===== config.mk =====
export PLATFORM = sky130hd
export DESIGN_NAME = icme_core
export DESIGN_NICKNAME = d
export VERILOG_FILES = /design/src/core/icme_pkg.sv /design/src/core/icme_core.sv /design/src/core/icme_decrement.sv /design/src/core/icme_gate_sampler.sv
export SDC_FILE = /design/constraint.sdc
export NUM_CORES = 1
export LEC_CHECK = 0
export ABC_AREA = 1
export CAP_MARGIN = 25
export CORE_UTILIZATION = 53
export CTS_BUF_LIST = sky130_fd_sc_hd__clkbuf_8
export DETAILED_ROUTE_END_ITERATION = 8
export DONT_BUFFER_PORTS = 1
export PLACE_DENSITY = 0.71
export SYNTH_ARGS = -nofsm -noshare
export SYNTH_HDL_FRONTEND = slang
export SYNTH_SLANG_ARGS = --single-unit
export TNS_END_PERCENT = 50

===== constraint.sdc =====
create_clock -name i_clk -period 4 [get_ports i_clk]
set_clock_uncertainty 0.1 [all_clocks]
set_input_delay 0.4 -clock i_clk [delete_from_list [all_inputs] [get_ports i_clk]]
set_output_delay 0.4 -clock i_clk [all_outputs]
set_load 0.02 [all_outputs]

===== src/core/icme_pkg.sv =====
// package: constants, types and mode decode for the interval counter engine
// Summary of operation
// - mode 0 output low on programming, stays low, rises when element hits zero
// - mode 0 gate high counts, gate low pauses, output not touched by gate
// - mode 0 count loads on next falling edge undecremented, output rises after N+1
// - mode 0 first of two bytes stops counting and drops output at once
// - mode 0 count written with gate low still loads on next falling edge
// - mode 1 output high; trigger loads count and gives one N-clock low pulse
// - mode 1 gate low ignored; each gate rise reloads hold value and retriggers
// - mode 1 new count waits for next retrigger, running pulse unchanged
// - mode 2 output low one clock when count reaches 1, reload, period N
// - mode 2 gate low stops counting and forces output high; trigger reloads
// - mode 2 initial count loads on next falling edge, first pulse after N
// - mode 2 rewrite loads on trigger or at period end; host never writes 1
// - mode 3 square wave of period N, high first half, low second half
// - mode 3 gate low stops counting and forces output high; trigger reloads
// - mode 3 rewrite loads on trigger or at end of current half cycle
// - mode 3 even count steps by 2, toggles and reloads on reaching 2
// - mode 3 odd count loads N-1, high (N+1)/2 clocks, low (N-1)/2 clocks
// - mode 4 output high, count runs on write, one-clock low strobe at zero
// - mode 4 gate high counts, gate low pauses, output not touched by gate
// - mode 4 count loads on next falling edge undecremented, strobe after N+1
// - mode 4 first byte ignored; second byte reloads, strobe N+1 clocks later
// - count value zero counts as 65536 clocks in binary, 10000 in decimal, in modes 0 to 4
// - counting is 16-bit binary or four-digit decimal by format bit
// - three-bit mode field; modes 2 and 3 ignore its top bit
package icme_pkg;
  localparam logic [3:0] ICME_ADR_CTRL = 4'h0;
  localparam logic [3:0] ICME_ADR_COUNT = 4'h4;
  localparam logic [3:0] ICME_ADR_STAT = 4'h8;
  localparam int ICME_CW_BCD = 0;
  localparam int ICME_CW_MODE = 1;
  localparam int ICME_CW_RL = 4;
  localparam int ICME_ST_OUT = 16;
  localparam int ICME_ST_ARMED = 17;
  localparam int ICME_ST_LOADREQ = 18;
  localparam logic [1:0] ICME_RL_LSB = 2'h1;
  localparam logic [1:0] ICME_RL_MSB = 2'h2;
  localparam logic [1:0] ICME_RL_BOTH = 2'h3;
  localparam logic [15:0] ICME_CNT_ZERO = 16'h0000;
  localparam logic [15:0] ICME_CNT_ONE = 16'h0001;
  localparam logic [15:0] ICME_CNT_TWO = 16'h0002;
  localparam logic [7:0] ICME_BYTE_ZERO = 8'h00;
  localparam logic [31:0] ICME_WORD_ZERO = 32'h0000_0000;
  localparam logic [5:0] ICME_CW_RESET = 6'h00;
  localparam logic [3:0] ICME_BCD_TEN = 4'hA;
  localparam logic [1:0] ICME_STEP_ONE = 2'h1;
  localparam logic [1:0] ICME_STEP_TWO = 2'h2;
  localparam int ICME_DIGITS = 4;

  typedef enum logic [2:0] {
    ICME_M_INT,
    ICME_M_ONE,
    ICME_M_RATE,
    ICME_M_SQR,
    ICME_M_STRB,
    ICME_M_HW
  } icme_mode_t;

  typedef struct packed {
    logic cyc;
    logic stb;
    logic we;
    logic [3:0] adr;
    logic [3:0] sel;
    logic [31:0] dat;
  } icme_wb_req_t;

  typedef struct packed {
    logic ack;
    logic [31:0] dat;
  } icme_wb_rsp_t;

  typedef struct packed {
    logic ack;
    logic [31:0] rdat;
    logic [5:0] cw;
    logic [15:0] hold;
    logic [15:0] ce;
    logic out;
    logic load_req;
    logic armed;
    logic have;
    logic msb_next;
    logic clk_prev;
  } icme_state_t;

  typedef struct packed {
    logic gate_s;
    logic pend;
  } icme_gate_t;

  function automatic icme_mode_t icme_decode(input logic [2:0] f);
    icme_mode_t m;
    m = ICME_M_INT;
    if (f[1])
    begin
      m = f[0] ? ICME_M_SQR : ICME_M_RATE;
    end
    else if (f[2])
    begin
      m = f[0] ? ICME_M_HW : ICME_M_STRB;
    end
    else
    begin
      m = f[0] ? ICME_M_ONE : ICME_M_INT;
    end
    return m;
  endfunction
endpackage


===== src/core/icme_core.sv =====
// counter engine: wishbone registers, counting element and output
module icme_core
  import icme_pkg::*;
(
  input wire logic i_clk,
  input wire logic i_rst,
  input wire logic i_ce,
  input wire icme_wb_req_t i_wb,
  output icme_wb_rsp_t o_wb,
  input wire logic i_cnt_clk,
  input wire logic i_gate,
  output logic o_out
);
  icme_state_t r_reg;
  icme_state_t r_next;
  icme_mode_t mode;
  icme_mode_t new_mode;
  logic fall;
  logic rise;
  logic trig;
  logic req;
  logic wr;
  logic done;
  logic [15:0] dec1;
  logic [15:0] dec2;
  logic [15:0] sqr_load;

  assign mode = icme_decode(r_reg.cw[ICME_CW_MODE +: 3]);
  assign new_mode = icme_decode(i_wb.dat[ICME_CW_MODE +: 3]);
  assign fall = r_reg.clk_prev && !i_cnt_clk;
  assign rise = !r_reg.clk_prev && i_cnt_clk;
  assign req = i_wb.cyc && i_wb.stb && !r_reg.ack;
  assign wr = req && i_wb.we && i_wb.sel[0];
  // odd count runs from n-1
  assign sqr_load = {r_reg.hold[15:1], 1'b0};

  icme_gate_sampler u_gate (
    .i_clk(i_clk),
    .i_rst(i_rst),
    .i_ce(i_ce),
    .i_cnt_rise(rise),
    .i_consume(fall),
    .i_gate(i_gate),
    .o_trig(trig)
  );

  icme_decrement u_dec1 (
    .i_val(r_reg.ce),
    .i_bcd(r_reg.cw[ICME_CW_BCD]),
    .i_two(1'b0),
    .o_val(dec1)
  );

  icme_decrement u_dec2 (
    .i_val(r_reg.ce),
    .i_bcd(r_reg.cw[ICME_CW_BCD]),
    .i_two(1'b1),
    .o_val(dec2)
  );

  always_comb
  begin
    r_next = r_reg;
    done = 1'b0;
    r_next.clk_prev = i_cnt_clk;
    r_next.ack = req;
    if (fall)
    begin
      case (mode)
        ICME_M_INT:
        begin
          if (r_reg.load_req)
          begin
            r_next.ce = r_reg.hold;
            r_next.load_req = 1'b0;
            r_next.armed = 1'b1;
          end
          else if (r_reg.armed && i_gate)
          begin
            r_next.ce = dec1;
            if (dec1 == ICME_CNT_ZERO)
            begin
              r_next.out = 1'b1;
            end
          end
        end
        ICME_M_ONE:
        begin
          if (trig && r_reg.have)
          begin
            r_next.ce = r_reg.hold;
            r_next.out = 1'b0;
            r_next.armed = 1'b1;
          end
          else if (r_reg.armed)
          begin
            r_next.ce = dec1;
            if (dec1 == ICME_CNT_ZERO)
            begin
              r_next.out = 1'b1;
              r_next.armed = 1'b0;
            end
          end
        end
        ICME_M_RATE:
        begin
          if (r_reg.have && (trig || (r_reg.load_req && !r_reg.armed)))
          begin
            r_next.ce = r_reg.hold;
            r_next.out = 1'b1;
            r_next.armed = 1'b1;
            r_next.load_req = 1'b0;
          end
          else if (r_reg.armed && i_gate)
          begin
            if (r_reg.ce == ICME_CNT_ONE)
            begin
              r_next.ce = r_reg.hold;
              r_next.out = 1'b1;
              r_next.load_req = 1'b0;
            end
            else
            begin
              r_next.ce = dec1;
              if (dec1 == ICME_CNT_ONE)
              begin
                r_next.out = 1'b0;
              end
            end
          end
        end
        ICME_M_SQR:
        begin
          if (r_reg.have && (trig || (r_reg.load_req && !r_reg.armed)))
          begin
            r_next.ce = sqr_load;
            r_next.out = 1'b1;
            r_next.armed = 1'b1;
            r_next.load_req = 1'b0;
          end
          else if (r_reg.armed && i_gate)
          begin
            if (r_reg.ce == ICME_CNT_TWO)
            begin
              if (r_reg.out && r_reg.hold[0])
              begin
                r_next.ce = ICME_CNT_ZERO;
              end
              else
              begin
                r_next.out = !r_reg.out;
                r_next.ce = sqr_load;
                r_next.load_req = 1'b0;
              end
            end
            else if (r_reg.ce == ICME_CNT_ZERO && r_reg.out && r_reg.hold[0])
            begin
              r_next.out = 1'b0;
              r_next.ce = sqr_load;
              r_next.load_req = 1'b0;
            end
            else
            begin
              r_next.ce = dec2;
            end
          end
        end
        ICME_M_STRB:
        begin
          r_next.out = 1'b1;
          if (r_reg.load_req)
          begin
            r_next.ce = r_reg.hold;
            r_next.load_req = 1'b0;
            r_next.armed = 1'b1;
          end
          else if (r_reg.armed && i_gate)
          begin
            r_next.ce = dec1;
            if (dec1 == ICME_CNT_ZERO)
            begin
              r_next.out = 1'b0;
              r_next.armed = 1'b0;
            end
          end
        end
        default:
        begin
          r_next.out = 1'b1;
        end
      endcase
    end
    if (!i_gate && (mode == ICME_M_RATE || mode == ICME_M_SQR))
    begin
      r_next.out = 1'b1;
    end
    if (wr)
    begin
      if (i_wb.adr == ICME_ADR_CTRL)
      begin
        r_next.cw = i_wb.dat[5:0];
        r_next.out = (new_mode != ICME_M_INT);
        r_next.ce = ICME_CNT_ZERO;
        r_next.armed = 1'b0;
        r_next.load_req = 1'b0;
        r_next.have = 1'b0;
        r_next.msb_next = 1'b0;
      end
      else if (i_wb.adr == ICME_ADR_COUNT)
      begin
        case (r_reg.cw[ICME_CW_RL +: 2])
          ICME_RL_LSB:
          begin
            r_next.hold = {ICME_BYTE_ZERO, i_wb.dat[7:0]};
            done = 1'b1;
          end
          ICME_RL_MSB:
          begin
            r_next.hold = {i_wb.dat[7:0], ICME_BYTE_ZERO};
            done = 1'b1;
          end
          ICME_RL_BOTH:
          begin
            if (!r_reg.msb_next)
            begin
              r_next.hold[7:0] = i_wb.dat[7:0];
              r_next.msb_next = 1'b1;
              if (mode == ICME_M_INT)
              begin
                r_next.armed = 1'b0;
                r_next.out = 1'b0;
              end
            end
            else
            begin
              r_next.hold[15:8] = i_wb.dat[7:0];
              r_next.msb_next = 1'b0;
              done = 1'b1;
            end
          end
          default:
          begin
            done = 1'b0;
          end
        endcase
        if (done)
        begin
          r_next.load_req = 1'b1;
          r_next.have = 1'b1;
          if (mode == ICME_M_INT)
          begin
            r_next.out = 1'b0;
          end
        end
      end
    end
    if (req && !i_wb.we)
    begin
      if (i_wb.adr == ICME_ADR_CTRL)
      begin
        r_next.rdat = {26'h000_0000, r_reg.cw};
      end
      else if (i_wb.adr == ICME_ADR_COUNT)
      begin
        r_next.rdat = {16'h0000, r_reg.hold};
      end
      else if (i_wb.adr == ICME_ADR_STAT)
      begin
        r_next.rdat = ICME_WORD_ZERO;
        r_next.rdat[15:0] = r_reg.ce;
        r_next.rdat[ICME_ST_OUT] = r_reg.out;
        r_next.rdat[ICME_ST_ARMED] = r_reg.armed;
        r_next.rdat[ICME_ST_LOADREQ] = r_reg.load_req;
      end
      else
      begin
        r_next.rdat = ICME_WORD_ZERO;
      end
    end
  end

  always_ff @(posedge i_clk)
  begin
    if (i_rst)
    begin
      r_reg <= '0;
      r_reg.cw <= ICME_CW_RESET;
    end
    else if (i_ce)
    begin
      r_reg <= r_next;
    end
  end

  assign o_wb.ack = r_reg.ack;
  assign o_wb.dat = r_reg.rdat;
  assign o_out = r_reg.out;
endmodule


===== src/core/icme_decrement.sv =====
// decrement by one or two in binary or four-digit decimal
module icme_decrement
  import icme_pkg::*;
(
  input wire logic [15:0] i_val,
  input wire logic i_bcd,
  input wire logic i_two,
  output logic [15:0] o_val
);
  logic [1:0] amt [0:ICME_DIGITS];
  logic [15:0] dec_val;

  assign amt[0] = i_two ? ICME_STEP_TWO : ICME_STEP_ONE;

  generate
    for (genvar g = 0; g < ICME_DIGITS; g++)
    begin : g_digit
      logic [4:0] diff;
      assign diff = {1'b0, i_val[g*4 +: 4]} - {3'b000, amt[g]};
      assign dec_val[g*4 +: 4] = diff[4] ? (diff[3:0] + ICME_BCD_TEN) : diff[3:0];
      assign amt[g+1] = {1'b0, diff[4]};
    end
  endgenerate

  // wrap from zero gives the 65536 and 10000 counts
  assign o_val = i_bcd ? dec_val : (i_val - {14'h0000, amt[0]});
endmodule


===== src/core/icme_gate_sampler.sv =====
// gate sampler: catches gate rises on counter clock, holds trigger pending
module icme_gate_sampler
  import icme_pkg::*;
(
  input wire logic i_clk,
  input wire logic i_rst,
  input wire logic i_ce,
  input wire logic i_cnt_rise,
  input wire logic i_consume,
  input wire logic i_gate,
  output logic o_trig
);
  icme_gate_t r_reg;
  icme_gate_t r_next;
  logic rise;

  always_comb
  begin
    r_next = r_reg;
    rise = i_cnt_rise && i_gate && !r_reg.gate_s;
    if (i_cnt_rise)
    begin
      r_next.gate_s = i_gate;
    end
    r_next.pend = (r_reg.pend && !i_consume) || rise;
  end

  always_ff @(posedge i_clk)
  begin
    if (i_rst)
    begin
      r_reg <= '{gate_s: 1'b1, pend: 1'b0};
    end
    else if (i_ce)
    begin
      r_reg <= r_next;
    end
  end

  assign o_trig = r_reg.pend;
endmodule


==> results.toml <==
[die]
core_area_um2 = 12620
start_util = 0.5425
dieArea_um2 = 13380
die_w_um = 115.7
die_h_um = 115.7
ios = 82
placementRows = 41

[timing]
final-max-slew-violation-count = 0
timing.fmax_mhz = 258.5
worstMarginPinSlew_ps = 1074
hold_viol = 0
slew_headroom = 0.2804
fin_crit_ps = 3869
setup_viol = 0
finalCritPeriodShare = 0.9672

[yosys]
ys_top_cells_by_count = "nand2_1 (213), o21ai_0 (113), nor2_1 (106)"
ys_types = 59
synth_most_common_cell = "nand2_1"
yosys_register_bits = 66
netlist_area_um2 = 6847
ys_top_cells_by_area = "dfxtp_1 (19%), nand2_1 (12%), o21ai_0 (8.3%)"
synth_ff_type = "dfxtp_1"
yosysWarnings = 0
synth-edff-count = 0
syn_inst = 1089
synth_top_area_cell = "dfxtp_1"
synth.avg_cell_area_um2 = 6.287
synth_top_area_share = 0.1930
ys_seq_area_frac = 0.1930
async_flop_share = 0

[worst_setup_path]
slowest_stage = "dfxtp_4"
rr_worst_depth = 25
critPathMaxStageDelay_ps = 390
crit_family = "adder cells"
crit_buf_inv = 4
crit_path_end_kind = "register"
cp.depth = 25
arrival_ps = 4030
critPathMaxFanout = 5
critPathKind = "reg -> reg"
cp-start-kind = "register"
required_ps = 4160

[hold_path]
min_path_cells = 1
worstHoldPathType = "in -> reg"

[routing]
wirelength_um = 25590
ant_nets = 0
drtIter0Drc = 1315
routed_via_density = 6.312
drt_pass1_iterations = 6
drc_errors = 0
wl_per_cell_um = 19.79
dr_total_vias = 8162

[clock_tree]
clk_pin_slew_ps = 70
cts_made_buffers = 9
htreeDepth = 3
root_buffer = "clkbuf_8"
cts_tree = "yes"
cts.sink_count = 66
cts_max_path_buffers = 2
clock_latency_ps = 380

[global_routing]
grt_max_degree = 31
grt_util_all_layers = 0.3796
grt.overflow.total = 0
antenna_found_initial = 0
grt_pass1_vias = 7238
grt_pass1_wl_um = 38400

[power]
p_leak_uw = 0.003339
powerDensity_nw_per_um2 = 265.9
vdd_drop_max_uv = 230.6

[finish]
largest_reg_flops = 43
final_cells = 1293
fill_cells = 1235
multi_input_area_um2 = 4858
insertedDiodeCount = 0
seqCellArea_um2 = 1328
drive_gt1_frac = 0.1695
finalInstanceArea_um2 = 7746
area_growth_pct = 13.14
nNetsFinal = 1191

[run_status]
status = "completed"

[placement]
placedCellCount = 1247
placed_area_um2 = 7030
io_buffer_count = 0
hpwl_um = 18500
gp_congestion = 0.9794

[job]
maxCapViolations = 0
cell usage in the layout (no fill, tap or decap), types with 14 or more instances in the layout:
| cell type | count |
|---|---|
| a21oi_1 | 89 |
| nor2_1 | 103 |
| o21ai_0 | 111 |
| nand2_2 | 16 |
| dlygate4sd3_1 | 24 |
| a221oi_1 | 21 |
| nand3_1 | 69 |
| nor2_4 | 14 |
| buf_4 | 62 |
| dfxtp_1 | 63 |
| a211oi_1 | 22 |
| inv_2 | 16 |
| inv_1 | 91 |
| nand2_1 | 206 |
through the flow:
stage / TNS [ps] / power, uW / hold WS, ps / worst slack (ps) / utilization
after detailed placement: -334.0 / 1345 / 363.0 / -135.1 / 0.5571
final: 0 / 2060 / 21.54 / 131.3 / 0.6138
after global placement: -62.37 / 1332 / 357.1 / -62.37 / 0.5571
after CTS: 0 / 1951 / 9.986 / 1.425 / 0.5958
after global routing: -147.2 / 2160 / 11.11 / -112.5 / 0.6138
after floorplan: 0 / 1177 / 342.7 / 11.55 / -
final timing paths:
| kind | from | to | slack (ps) |
|---|---|---|---|
| hold reg to reg | r_reg[0]$_SDFFE_PP0P_ | r_reg[0]$_SDFFE_PP0P_ | 380 |
| setup reg to reg | r_reg[9]$_SDFFE_PP0P_ | r_reg[20]$_SDFFE_PP0P_ | 130 |
| hold / removal | i_ce | r_reg[3]$_SDFFE_PP0P_ | 20 |
| setup / recovery | r_reg[9]$_SDFFE_PP0P_ | r_reg[20]$_SDFFE_PP0P_ | 130 |
where the power goes:
| part | internal [uW] | switching (uW) |
|---|---|---|
| Combinational | 311 | 455 |
| Sequential | 670 | 23.0 |
| Clock | 318 | 283 |
| Total | 1300 | 761 |
timing repair:
action | CTS | global route
setup endpoints to repair | 3 | 3
buffers inserted | 0 | 6
gates resized for setup | 12 | 41
hold buffers | 24 | 0
endpoints found under the hold margin | 25 | 0
pin swaps | 2 | 10
cell type report:
cell class,instances,share of cell area
inverters,112,0.05460
clock buffers,11,0.01954
repair buffers,87,0.09255
clock inverters,5,0.006946
multi-input cells,840,0.6272
well taps,172,0.02778
flip-flops and latches,66,0.1714
cell families after synthesis:
logic type | count (synthesis) | share of synthesized area
buffers and inverters | 195 | 0.1389
xor gates and xnor gates | 14 | 0.01791
and+or+nand+nor | 462 | 0.3130
AOI/OAI and AO/OA | 324 | 0.2873
other | 1 | 0.0005477
adders and majority gates | 27 | 0.04934
DFF | 66 | 0.1930
routing by layer:
layer  routed length (um)  global-route usage
met2                11190              0.5924
met5                    0                   0
met1                10130              0.5056
met4                 1373              0.1752
met3                 2897             0.07270
No activity file was read; power rests on OpenSTA's default activity.
